==> src/pvr_pkg.sv <==
package pvr_pkg;
    // ********************************
    // register offsets on the management bus
    // ********************************
    localparam logic [4:0] REG_SPECIAL_MODES = 5'h12;
    localparam logic [4:0] REG_SPECIAL_CTRL = 5'h1b;
    localparam logic [4:0] REG_IRQ_SOURCE = 5'h1d;
    localparam logic [4:0] REG_IRQ_MASK = 5'h1e;
    localparam logic [4:0] REG_PHY_SCS = 5'h1f;

    // ********************************
    // field positions and reset values
    // ********************************
    localparam int MODE_MSB = 7;
    localparam int MODE_LSB = 5;
    localparam int ADDR_MSB = 4;
    localparam int SCI_PLL_BIT = 10;
    localparam int SCI_POL_BIT = 4;
    localparam int PSCS_DONE_BIT = 12;
    localparam logic [2:0] MODE_RESET = 3'h7;
    localparam logic [4:0] STATION_ADDR_RESET = 5'h01;
    localparam logic [7:0] MODES_RSVD_RESET = 8'h00;
    localparam logic [3:0] SCI_FIXED_LOW = 4'hb;
    localparam logic [6:0] PSCS_RSVD_RESET = 7'h02;
    localparam logic [6:0] COND_RESET = 7'h48;

    // ********************************
    // operating modes and their defaults
    // ********************************
    localparam logic [2:0] MODE_10_HALF = 3'h0;
    localparam logic [2:0] MODE_10_FULL = 3'h1;
    localparam logic [2:0] MODE_100_HALF = 3'h2;
    localparam logic [2:0] MODE_100_FULL = 3'h3;
    localparam logic [2:0] MODE_AN_100_HALF = 3'h4;
    localparam logic [2:0] MODE_REPEATER = 3'h5;
    localparam logic [2:0] MODE_ALL_CAPABLE = 3'h7;
    localparam logic [3:0] CTRL_10_HALF = 4'h0;
    localparam logic [3:0] CTRL_10_FULL = 4'h1;
    localparam logic [3:0] CTRL_100_HALF = 4'h8;
    localparam logic [3:0] CTRL_100_FULL = 4'h9;
    localparam logic [3:0] CTRL_AN_100_HALF = 4'hc;
    localparam logic [3:0] CTRL_ALL_CAPABLE = 4'hd;
    localparam logic [3:0] ADV_NONE = 4'h0;
    localparam logic [3:0] ADV_100_HALF = 4'h4;
    localparam logic [3:0] ADV_ALL = 4'hf;

    // ********************************
    // serial management framing
    // ********************************
    localparam logic [5:0] PREAMBLE_ONES = 6'd32;
    localparam logic [3:0] HDR_LAST = 4'd12;
    localparam logic [3:0] DATA_LAST = 4'd15;
    localparam logic [1:0] OP_READ = 2'b10;
    localparam logic [1:0] OP_WRITE = 2'b01;

    // ********************************
    // timing
    // ********************************
    localparam int CLK_PERIOD_NS = 20;
    localparam int ENERGY_TIMEOUT_MS = 256;
    localparam int ENERGY_TIMEOUT_CYCLES =
        ENERGY_TIMEOUT_MS * 1000000 / CLK_PERIOD_NS;
    localparam int ENERGY_CNT_W = 24;

    typedef enum logic [2:0] {
        ST_PRE,
        ST_HDR,
        ST_TA,
        ST_RDATA,
        ST_WDATA
    } pvr_mdio_state_t;
endpackage : pvr_pkg

==> src/pvr_regs.sv <==
// Functional notes
// - mode field bits 7:5, survives soft reset
// - station address bits 4:0, default 00001
// - mode 000: 10 half, control 0000
// - mode 001: 10 full, control 0001
// - mode 010: 100 half, crs tx+rx, 1000
// - mode 011: 100 full, crs rx, 1001
// - mode 100: negotiate 100 half, 1100/0100
// - mode 101: repeater, negotiate, 1100/0100
// - mode 111: negotiate all, X10X/1111
// - pll lock bit 10, survives soft reset
// - polarity reversed shown in bit 4
// - bits 3:0 read 1011, writes ignored
// - flags 7..5: energy, negotiated, remote fault
// - flags 4..1: link down, ack, fault, page
// - mask bits 7:1 enable sources, bit 0 stored only, reset 0
// - done bit 12 only when negotiation finished
// - energy drops after 256 ms silence
`timescale 1ns/1ns
module pvr_regs
    import pvr_pkg::*;
#(
    parameter int ENERGY_CYCLES = ENERGY_TIMEOUT_CYCLES
) (
    input wire logic clk,
    input wire logic rst,
    input wire logic soft_rst,
    input wire logic mdc,
    input wire logic mdio_in,
    output logic mdio_out,
    output logic mdio_oe,
    input wire logic energy_seen,
    input wire logic an_enable,
    input wire logic an_complete,
    input wire logic remote_fault,
    input wire logic link_up,
    input wire logic partner_ack,
    input wire logic parallel_detect_fault,
    input wire logic page_received,
    input wire logic polarity_reversed_in,
    input wire logic link_speed_100,
    input wire logic link_full_duplex,
    output logic irq,
    output logic line_energy_present,
    output logic [2:0] mode_reg,
    output logic [4:0] station_address_field_reg,
    output logic force_10m_pll_reference_lock_reg,
    output logic [3:0] ctrl_default_reg,
    output logic [3:0] adv_default_reg,
    output logic crs_on_transmit_reg,
    output logic repeater_mode_reg
);
    // ********************************
    // management pin synchronisers
    // ********************************
    logic mdc_s;
    logic mdio_s;
    logic mdc_d_reg;
    logic mdc_rise;

    pvr_sync #(.WIDTH(2)) u_sync (
        .clk(clk),
        .rst(rst),
        .d({mdc, mdio_in}),
        .q({mdc_s, mdio_s})
    );

    always_ff @(posedge clk) begin
        if (rst) begin
            mdc_d_reg <= 1'b0;
        end else begin
            mdc_d_reg <= mdc_s;
        end
    end

    assign mdc_rise = mdc_s & ~mdc_d_reg;

    // ********************************
    // energy detection
    // ********************************
    pvr_energy #(.TIMEOUT_CYCLES(ENERGY_CYCLES)) u_energy (
        .clk(clk),
        .rst(rst),
        .energy_seen(energy_seen),
        .line_energy_present(line_energy_present)
    );

    // ********************************
    // frame engine
    // ********************************
    pvr_mdio_state_t state_reg;
    logic [5:0] ones_cnt_reg;
    logic [3:0] bit_cnt_reg;
    logic [11:0] hdr_reg;
    logic [4:0] reg_addr_reg;
    logic is_read_reg;
    logic [15:0] shift_reg;
    logic [12:0] hdr_full;
    logic hdr_hit;
    logic addr_mapped;
    logic rd_fire;
    logic wr_fire;
    logic [15:0] wr_data;
    logic [15:0] rd_data;
    logic clr_on_read;

    assign hdr_full = {hdr_reg, mdio_s};
    always_comb begin
        case (hdr_full[4:0])
            REG_SPECIAL_MODES, REG_SPECIAL_CTRL, REG_IRQ_SOURCE,
            REG_IRQ_MASK, REG_PHY_SCS: addr_mapped = 1'b1;
            default: addr_mapped = 1'b0;
        endcase
    end
    // answer only frames for our station address and our registers
    assign hdr_hit = hdr_full[12] && addr_mapped &&
        (hdr_full[9:5] == station_address_field_reg) &&
        (hdr_full[11:10] == OP_READ || hdr_full[11:10] == OP_WRITE);
    assign rd_fire = (state_reg == ST_TA) && mdc_rise &&
        (bit_cnt_reg == 4'd1) && is_read_reg;
    assign wr_fire = (state_reg == ST_WDATA) && mdc_rise &&
        (bit_cnt_reg == DATA_LAST);
    assign wr_data = {shift_reg[14:0], mdio_s};
    assign clr_on_read = rd_fire && (reg_addr_reg == REG_IRQ_SOURCE);

    always_ff @(posedge clk) begin
        if (rst) begin
            state_reg <= ST_PRE;
            ones_cnt_reg <= '0;
            bit_cnt_reg <= '0;
            hdr_reg <= '0;
            reg_addr_reg <= '0;
            is_read_reg <= 1'b0;
            shift_reg <= '0;
        end else if (mdc_rise) begin
            case (state_reg)
                ST_PRE: begin
                    if (mdio_s) begin
                        if (ones_cnt_reg != PREAMBLE_ONES) begin
                            ones_cnt_reg <= ones_cnt_reg + 1'b1;
                        end
                    end else begin
                        if (ones_cnt_reg == PREAMBLE_ONES) begin
                            state_reg <= ST_HDR;
                            bit_cnt_reg <= '0;
                        end
                        ones_cnt_reg <= '0;
                    end
                end
                ST_HDR: begin
                    hdr_reg <= hdr_full[11:0];
                    bit_cnt_reg <= bit_cnt_reg + 1'b1;
                    if (bit_cnt_reg == HDR_LAST) begin
                        bit_cnt_reg <= '0;
                        reg_addr_reg <= hdr_full[4:0];
                        is_read_reg <= (hdr_full[11:10] == OP_READ);
                        state_reg <= hdr_hit ? ST_TA : ST_PRE;
                    end
                end
                ST_TA: begin
                    bit_cnt_reg <= bit_cnt_reg + 1'b1;
                    if (bit_cnt_reg == 4'd1) begin
                        bit_cnt_reg <= '0;
                        shift_reg <= is_read_reg ? rd_data : 16'h0000;
                        state_reg <= is_read_reg ? ST_RDATA : ST_WDATA;
                    end
                end
                ST_RDATA: begin
                    bit_cnt_reg <= bit_cnt_reg + 1'b1;
                    shift_reg <= {shift_reg[14:0], 1'b0};
                    if (bit_cnt_reg == DATA_LAST) begin
                        state_reg <= ST_PRE;
                    end
                end
                ST_WDATA: begin
                    bit_cnt_reg <= bit_cnt_reg + 1'b1;
                    shift_reg <= wr_data;
                    if (bit_cnt_reg == DATA_LAST) begin
                        state_reg <= ST_PRE;
                    end
                end
                default: begin
                    state_reg <= ST_PRE;
                end
            endcase
        end
    end

    // drive zero in the second turnaround bit, then sixteen data bits
    always_ff @(posedge clk) begin
        if (rst) begin
            mdio_oe <= 1'b0;
            mdio_out <= 1'b0;
        end else if (mdc_rise) begin
            if (state_reg == ST_TA && bit_cnt_reg == 4'd0 && is_read_reg) begin
                mdio_oe <= 1'b1;
                mdio_out <= 1'b0;
            end else if (rd_fire) begin
                mdio_out <= rd_data[15];
            end else if (state_reg == ST_RDATA) begin
                mdio_out <= shift_reg[14];
                if (bit_cnt_reg == DATA_LAST) begin
                    mdio_oe <= 1'b0;
                    mdio_out <= 1'b0;
                end
            end
        end
    end

    // ********************************
    // register storage
    // ********************************
    logic [7:0] modes_rsvd_reg;
    logic [4:0] sci_hi_reg;
    logic [4:0] sci_mid_reg;
    logic tenbase_polarity_reversed_reg;
    logic [7:1] flags_reg;
    logic [7:0] mask_reg;
    logic [6:0] pscs_rsvd_reg;
    logic autodone_reg;
    logic [2:0] resolved_speed_duplex_reg;
    logic [7:1] cond;
    logic [7:1] cond_d_reg;
    logic [7:1] evt;

    // mode, address and pll lock ignore soft reset
    always_ff @(posedge clk) begin
        if (rst) begin
            mode_reg <= MODE_RESET;
            station_address_field_reg <= STATION_ADDR_RESET;
            modes_rsvd_reg <= MODES_RSVD_RESET;
            force_10m_pll_reference_lock_reg <= 1'b0;
        end else if (wr_fire && reg_addr_reg == REG_SPECIAL_MODES) begin
            mode_reg <= wr_data[MODE_MSB:MODE_LSB];
            station_address_field_reg <= wr_data[ADDR_MSB:0];
            modes_rsvd_reg <= wr_data[15:8];
        end else if (wr_fire && reg_addr_reg == REG_SPECIAL_CTRL) begin
            force_10m_pll_reference_lock_reg <= wr_data[SCI_PLL_BIT];
        end
    end

    always_ff @(posedge clk) begin
        if (rst || soft_rst) begin
            sci_hi_reg <= '0;
            sci_mid_reg <= '0;
            mask_reg <= '0;
            pscs_rsvd_reg <= PSCS_RSVD_RESET;
        end else if (wr_fire) begin
            if (reg_addr_reg == REG_SPECIAL_CTRL) begin
                sci_hi_reg <= wr_data[15:11];
                sci_mid_reg <= wr_data[9:5];
            end
            if (reg_addr_reg == REG_IRQ_MASK) begin
                mask_reg <= wr_data[7:0];
            end
            if (reg_addr_reg == REG_PHY_SCS) begin
                pscs_rsvd_reg <= wr_data[11:5];
            end
        end
    end

    // ********************************
    // status capture
    // ********************************
    always_ff @(posedge clk) begin
        if (rst) begin
            tenbase_polarity_reversed_reg <= 1'b0;
            autodone_reg <= 1'b0;
            resolved_speed_duplex_reg <= '0;
        end else begin
            tenbase_polarity_reversed_reg <= polarity_reversed_in;
            autodone_reg <= an_enable & an_complete;
            resolved_speed_duplex_reg <= {link_full_duplex,
                link_speed_100, ~link_speed_100};
        end
    end

    // ********************************
    // interrupt sources
    // ********************************
    assign cond = {line_energy_present, an_complete, remote_fault,
        ~link_up, partner_ack, parallel_detect_fault, page_received};

    always_ff @(posedge clk) begin
        if (rst) begin
            cond_d_reg <= COND_RESET;
        end else begin
            cond_d_reg <= cond;
        end
    end

    for (genvar i = 1; i <= 7; i++) begin : g_evt
        if (i == 7) begin : g_any
            assign evt[i] = cond[i] ^ cond_d_reg[i];
        end else begin : g_rise
            assign evt[i] = cond[i] & ~cond_d_reg[i];
        end
    end

    always_ff @(posedge clk) begin
        if (rst || soft_rst) begin
            flags_reg <= '0;
        end else begin
            flags_reg <= (flags_reg & ~{7{clr_on_read}}) | evt;
        end
    end

    always_ff @(posedge clk) begin
        if (rst || soft_rst) begin
            irq <= 1'b0;
        end else begin
            irq <= |(flags_reg & mask_reg[7:1]);
        end
    end

    // ********************************
    // mode decode
    // ********************************
    always_ff @(posedge clk) begin
        if (rst) begin
            ctrl_default_reg <= CTRL_ALL_CAPABLE;
            adv_default_reg <= ADV_ALL;
            crs_on_transmit_reg <= 1'b1;
            repeater_mode_reg <= 1'b0;
        end else begin
            crs_on_transmit_reg <= 1'b1;
            repeater_mode_reg <= 1'b0;
            adv_default_reg <= ADV_NONE;
            case (mode_reg)
                MODE_10_HALF: ctrl_default_reg <= CTRL_10_HALF;
                MODE_10_FULL: ctrl_default_reg <= CTRL_10_FULL;
                MODE_100_HALF: ctrl_default_reg <= CTRL_100_HALF;
                MODE_100_FULL: begin
                    ctrl_default_reg <= CTRL_100_FULL;
                    crs_on_transmit_reg <= 1'b0;
                end
                MODE_AN_100_HALF: begin
                    ctrl_default_reg <= CTRL_AN_100_HALF;
                    adv_default_reg <= ADV_100_HALF;
                end
                MODE_REPEATER: begin
                    ctrl_default_reg <= CTRL_AN_100_HALF;
                    adv_default_reg <= ADV_100_HALF;
                    crs_on_transmit_reg <= 1'b0;
                    repeater_mode_reg <= 1'b1;
                end
                MODE_ALL_CAPABLE: begin
                    ctrl_default_reg <= CTRL_ALL_CAPABLE;
                    adv_default_reg <= ADV_ALL;
                end
                // reserved code: control default held, advertise cleared, behaviour undefined
                default: ctrl_default_reg <= ctrl_default_reg;
            endcase
        end
    end

    // ********************************
    // read data
    // ********************************
    always_comb begin
        rd_data = 16'h0000;
        case (reg_addr_reg)
            REG_SPECIAL_MODES: rd_data = {modes_rsvd_reg, mode_reg,
                station_address_field_reg};
            REG_SPECIAL_CTRL: rd_data = {sci_hi_reg,
                force_10m_pll_reference_lock_reg, sci_mid_reg,
                tenbase_polarity_reversed_reg, SCI_FIXED_LOW};
            REG_IRQ_SOURCE: rd_data = {8'h00, flags_reg, 1'b0};
            REG_IRQ_MASK: rd_data = {8'h00, mask_reg};
            REG_PHY_SCS: rd_data = {3'h0, autodone_reg, pscs_rsvd_reg,
                resolved_speed_duplex_reg, 2'h0};
            default: rd_data = 16'h0000;
        endcase
    end
endmodule : pvr_regs

==> src/pvr_sync.sv <==
`timescale 1ns/1ns
module pvr_sync #(
    parameter int WIDTH = 2
) (
    input wire logic clk,
    input wire logic rst,
    input wire logic [WIDTH-1:0] d,
    output logic [WIDTH-1:0] q
);
    logic [WIDTH-1:0] meta_reg;

    always_ff @(posedge clk) begin
        if (rst) begin
            meta_reg <= '0;
            q <= '0;
        end else begin
            meta_reg <= d;
            q <= meta_reg;
        end
    end
endmodule : pvr_sync

==> src/pvr_energy.sv <==
`timescale 1ns/1ns
module pvr_energy
    import pvr_pkg::*;
#(
    parameter int TIMEOUT_CYCLES = ENERGY_TIMEOUT_CYCLES
) (
    input wire logic clk,
    input wire logic rst,
    input wire logic energy_seen,
    output logic line_energy_present
);
    logic [ENERGY_CNT_W-1:0] idle_cnt_reg;

    // present is set by hardware reset or energy seen, soft reset leaves it alone
    always_ff @(posedge clk) begin
        if (rst) begin
            idle_cnt_reg <= '0;
            line_energy_present <= 1'b1;
        end else if (energy_seen) begin
            idle_cnt_reg <= '0;
            line_energy_present <= 1'b1;
        end else if (line_energy_present) begin
            if (idle_cnt_reg == ENERGY_CNT_W'(TIMEOUT_CYCLES - 1)) begin
                line_energy_present <= 1'b0;
            end else begin
                idle_cnt_reg <= idle_cnt_reg + 1'b1;
            end
        end
    end
endmodule : pvr_energy

==> config.mk <==
export PLATFORM = sky130hd
export DESIGN_NAME = pvr_regs
export DESIGN_NICKNAME = d
export VERILOG_FILES = /design/src/pvr_pkg.sv /design/src/pvr_regs.sv /design/src/pvr_sync.sv /design/src/pvr_energy.sv
export SDC_FILE = /design/constraint.sdc
export NUM_CORES = 1
export LEC_CHECK = 0
export ABC_AREA = 1
export BUFFER_PORTS_ARGS = -buffer_cell sky130_fd_sc_hd__buf_2
export CELL_PAD_IN_SITES_DETAIL_PLACEMENT = 1
export CELL_PAD_IN_SITES_GLOBAL_PLACEMENT = 1
export CORE_ASPECT_RATIO = 1.1
export CORE_MARGIN = 2
export CORE_UTILIZATION = 40
export CTS_CLUSTER_SIZE = 10
export DETAILED_ROUTE_END_ITERATION = 10
export PLACE_DENSITY_LB_ADDON = 0.3
export SLEW_MARGIN = 0
export SYNTH_ARGS = -nofsm -noshare
export SYNTH_HDL_FRONTEND = slang
export SYNTH_SLANG_ARGS = --single-unit
==> constraint.sdc <==
create_clock -name clk -period 1.9 [get_ports clk]
set_input_delay 0.38 -clock clk [delete_from_list [all_inputs] [get_ports clk]]
set_output_delay 0.38 -clock clk [all_outputs]
set_load 0.01 [all_outputs]
After elaboration in Yosys (flattened, before gate mapping)
Cells that the tools add are included.

Register bits: 150. Bits of input ports: 16. Output and inout bits: 23. Word-level logic and storage cells: 172.

Add/sub/neg operators: 3. Equality and inequality tests: 36. Muxes and demuxes: 34. Bitwise logic cells: 24. Reductions and logical operators: 43.

Operator list (count): one-hot mux 16 bit (5 select lines) (1); == test 5 bit, second input constant (10); one-hot mux 15 bit (3 select lines) (1); 2-to-1 mux 15 bit (2); adder 24 x 1 -> 24 bit, second input constant (1); == test 24 bit, second input constant (1); one-hot mux 4 bit (6 select lines) (1); 2-to-1 mux 3 bit (6); 2-to-1 mux 4 bit (4); one-hot mux 4 bit (4 select lines) (1); AND 7 bit (2); AND reduction 2 bit (7); logical AND 1 bit (13); 2-to-1 mux 1 bit (13); == test 3 x 2 -> 1 bit, second input constant (4); == test 3 bit, second input constant (4); 2-to-1 mux 6 bit (2); one-hot mux 3 bit (4 select lines) (1); NOT 1 bit (11); AND reduction 3 bit (3); AND 1 bit (8); == test 4 bit, second input constant (2); != test 2 bit, second input constant (4); one-hot mux 4 bit (2 select lines) (1); 26 further kinds (37).

Logic depth before layout (Yosys ltp)
Depth after elaboration: 9. Mapped depth: 10. Gate-level depth less buffers: 10.

By module
A second synthesis with hierarchy kept.

Cells, all modules: 1029. Area, all modules: 7170.6 um^2.

By module, submodules not included: pvr_regs (times used 1, cells each 760, area an instance 5492.8 um^2); pvr_energy (times used 1, cells each 257, area an instance 1567.8 um^2); pvr_sync (times used 1, cells each 12, area an instance 110.1 um^2).

Least setup slack after synthesis
No wires, ideal clock.

Path type: register -> register. From: register u_energy.idle_cnt_reg[0]. To: register u_energy.idle_cnt_reg[21]. Setup time: 141 ps. Data arrival time: 1503 ps. Path slack: 257 ps. Cell stages (with the launch flop): 10. Path buffers: 1. Clock period less this slack: 1643 ps. Cell sequence: dfxtp_1 > ha_1 > nand3_1 > nor2_4 > nand3_1 > nor2_1 > nor2_2 > buf_2 > nand2_1 > a21oi_2.

Longest elaborated chain between the ends: 3. Elaborated cells on any way between the ends: 4. Classes of those cells: add/sub (1); eq/ne (1); bitwise (1); reduce/logical (1).

Ends and longest elaborated chain: start, declared (RTL line pvr_energy.sv:12) `logic [ENERGY_CNT_W-1:0] idle_cnt_reg;`; start signal, assigned (RTL line pvr_energy.sv:26) `idle_cnt_reg <= idle_cnt_reg + 1'b1;`; parallel branches: the longest is 3 deep, another holds adder 24 x 1 -> 24 bit.

Parallel ways; which one is timed is not known. A chain may end at the register's enable or synchronous reset.

Final worst setup path
From: register state_reg[1]. To: register shift_reg[1].

Longest elaborated chain between the ends: 3. Elaborated cells on any way between the ends: 7. Classes of those cells: eq/ne (4); mux (1); reduce/logical (2).

Ends and longest elaborated chain: start, declared (RTL line pvr_regs.sv:91) `pvr_mdio_state_t state_reg;`; start signal, assigned (RTL line pvr_regs.sv:157) `state_reg <= hdr_hit ? ST_TA : ST_PRE;`; start signal, assigned (RTL line pvr_regs.sv:165) `state_reg <= is_read_reg ? ST_RDATA : ST_WDATA;`; == test 3 x 2 -> 1 bit / == test 3 bit (equally long branches) (RTL line pvr_regs.sv:136) `case (state_reg)`; != test 2 x 1 -> 1 bit (no line) / nonzero test 3 bit (equally long branches); AND reduction 3 bit (no line); end signal, assigned (RTL line pvr_regs.sv:164) `shift_reg <= is_read_reg ? rd_data : 16'h0000;`; end signal, assigned (RTL line pvr_regs.sv:170) `shift_reg <= {shift_reg[14:0], 1'b0};`; end signal, assigned (RTL line pvr_regs.sv:177) `shift_reg <= wr_data;`; end, declared (RTL line pvr_regs.sv:97) `logic [15:0] shift_reg;`.

Several ways; a longest one is shown, not always the timed one.

==> results.yml <==
placed_design:
  port_buffers: 37
  post_place_instance_area_sq_um: 7600
  post-dp-hpwl_mm: 14.6
  final_wtd_congestion: 0.865
power:
  vdd.ir_drop.worst_uv: 661
  power-per-cell-area_nw_per_um2: 827
  leakage_nw: 3.42
timing:
  timing.fmax_mhz: 569
  totalNegativeSetupSlack_ns: 0
  maxSlewViolCount: 0
  worst_slew_pin_slew_ns: 0.567
  timing.slew.headroom_pct: 62.1
  finalCritPeriodShare_pct: 92.5
  finalSetupViolCount: 0
  finalWorstPathRequiredPeriod_ns: 1.76
  skew_ns: 0.00699
  rsz0062_at_grt: "false"
  timing.final.hold_violations: 0
  fin_worst_hold_slack_ns: 0.129
routing:
  detail_route.drc_violations: 0
  postRouteAntennaNets: 0
  detail_route.wirelength_mm: 20.5
  vias: 6712
  firstDrtPassIters: 5
  first_iter_violations: 337
  avgRoutedWirePerCell_microns: 15.5
  vias_per_instance: 5.10
worst_setup_path:
  worstReg2RegStart: "state_reg[1]"
  worst_ep_required_time_ns: 2.26
  critical-path-slowest-cell: "sky130_fd_sc_hd__dfxtp_1"
  reg2reg_depth: 8
  end_kind: "register"
  r2r-end: "shift_reg[1]"
  critical_path_peak_fanout: 10
  worstSetupStartpointType: "register"
  cpMostUsedCell: "sky130_fd_sc_hd__nand2_1"
  crit_chain: "inv_1, nand2_1, nand2_1, nand2_1, nand2_1, a21oi_4, o21ai_0, a21oi_1"
  critPathMaxStageDelay_ns: 0.47
  setup.reg_to_reg.worst_slack_ns: 0.14
  cp.arrival_ns: 2.12
  critical_path_class: "register to register"
global_route:
  grt_util_all_layers_pct: 23.4
  antenna_violations_before_repair: 0
  grt_overflow: 0
  grt_most_used_layer: "met2"
  grt.met3_usage_pct: 4.31
  first_global_vias: 6867
  use_met1_pct: 30.9
  use_met2_pct: 39.1
  grt_max_degree: 31
  grt_first_pass_wirelength_mm: 33.9
yosys:
  synth.cell_area_sq_um: 7010
  ys_dominant_reg_cell: "sky130_fd_sc_hd__dfxtp_1"
  synthesis.area_per_instance_sq_um: 6.89
  synth_fp_nets: 1040
  synth_warnings: 0
  seq_area_frac_synth_pct: 42.0
  post_synth_edffs: 0
  synth-seq-cells: 147
  async_reset_ff_share_pct: 0
  synthCells: 1017
  synth_cell_type_count: 40
hold_path:
  worstHoldStart: "link_up"
  worst_hold_path.endpoint: "cond_d_reg[4]"
  hold_depth: 2
  hp-class: "primary input to register"
finish:
  stdcell_area_sq_um: 8240
  largest_reg_flops: 24
  drive_above_1_share_pct: 14.0
  layout-area-overhead-vs-synth_pct: 17.5
  diodes: 0
  final_cell_mix: "sky130_fd_sc_hd__nand2_1 (273), sky130_fd_sc_hd__dfxtp_1 (147), sky130_fd_sc_hd__a21oi_1 (121)"
  finalNetCount: 1092
  mostFrequentLayoutCell: "sky130_fd_sc_hd__nand2_1"
clock_network:
  max-clock-path-buffers: 2
  cts_buffer_count: 17
  root_buffer: "sky130_fd_sc_hd__clkbuf_16"
  clk_pin_slew_ns: 0.06
  cts_sinks: 147
  tritoncts: "done"
  postCtsHoldBufs: 0
  h-tree-depth: 4
  clock_latency_ns: 0.43
die:
  dieHeight_microns: 143
  fp.dieArea_sq_um: 18600
  rows: 50
  die_width_microns: 130
  core_sq_um: 17100
  ioPinCount: 39
  floorplan.initialDensity_pct: 41.0
job:
  max_cap_viol_count: 0
outcome:
  run_status: "completed"
[synthesized netlist by cell type (8+ instances only)]
cell type	n	area, sq um
sky130_fd_sc_hd__a21oi_1	121	606
sky130_fd_sc_hd__a21oi_2	10	87.6
sky130_fd_sc_hd__buf_2	12	60.1
sky130_fd_sc_hd__clkbuf_1	17	63.8
sky130_fd_sc_hd__dfxtp_1	147	2940
sky130_fd_sc_hd__inv_1	94	353
sky130_fd_sc_hd__nand2_1	273	1020
sky130_fd_sc_hd__nand2_2	10	62.6
sky130_fd_sc_hd__nand3_1	75	375
sky130_fd_sc_hd__nand4_1	8	50.1
sky130_fd_sc_hd__nor2_1	96	360
sky130_fd_sc_hd__nor2_2	8	50.1
sky130_fd_sc_hd__o21ai_0	68	340
sky130_fd_sc_hd__xnor2_1	8	70.1
sky130_fd_sc_hd__xor2_1	8	70.1
[worst max path at each step]
| stage | endpoint | cells past startpoint | start |
|---|---|---|---|
| after global placement | u_energy.idle_cnt_reg[16] | 9 | u_energy.idle_cnt_reg[1] |
| final | shift_reg[1] | 8 | state_reg[1] |
| after floorplan | u_energy.idle_cnt_reg[21] | 9 | u_energy.idle_cnt_reg[0] |
| after detailed placement | u_energy.idle_cnt_reg[1] | 8 | u_energy.idle_cnt_reg[1] |
| after global routing | shift_reg[0] | 8 | state_reg[1] |
| after CTS | u_energy.idle_cnt_reg[22] | 8 | u_energy.idle_cnt_reg[1] |
[per-stage QoR]
| stage | util [%] | std cells | setup slack [ns] | total power [mW] |
|---|---|---|---|---|
| floorplan | - | 1017 | 0.257 | 3.28 |
| global placement | 44.5 | 1282 | 0.177 | 3.36 |
| detailed placement | 44.5 | 1282 | 0.123 | 3.36 |
| CTS | 48.1 | 1314 | 0.0617 | 6.88 |
| global route | 48.2 | 1316 | 0.00189 | 7.02 |
| finish | 48.2 | 1316 | 0.142 | 6.81 |
[critical path, delay by kind of cell (launching register included)]
kind | cells | cell delay, ns
buffers and inverters | 1 | 0.10
AO/OA/AOI/OAI | 3 | 0.68
AND/OR/NAND/NOR | 4 | 0.44
flip-flops | 1 | 0.47
[report_power, final]
group	total [mW]	internal (mW)	switching [mW]
registers	3.13	3.11	0.0201
clock network	3.52	2.14	1.37
logic	0.166	0.0600	0.106
[repair_timing]
action	4_1_cts	5_1_grt
buffers inserted	0	2
resized for setup	0	2
endpoints found under the setup margin	0	23
[final cells by class]
type	instances	area, sq um
flip-flops and latches	147	2940
well taps	234	293
inverters	102	383
multi-input cells	731	3510
clock buffers	21	460
fillers	2212	8840
clock inverters	11	153
repair buffers	70	495
[metal layers]
| metal | wire length [microns] | vias up |
|---|---|---|
| met4 | 257 | 0 |
| met2 | 9600 | 111 |
| met1 | 9820 | 3205 |
| met5 | 0 | - |
| met3 | 778 | 22 |
| li1 | - | 3374 |
[logic make-up after synthesis]
group	count (synthesis)	synth area share [%]
and+or+nand+nor	497	30.6
adders and majority gates	7	1.25
AOI/OAI and AO/OA	210	16.0
DFF	147	42.0
xor gates and xnor gates	16	2.00
other	1	0.0535
buffers and inverters	139	8.11
Note: power is estimated with default switching activity, not from simulation.
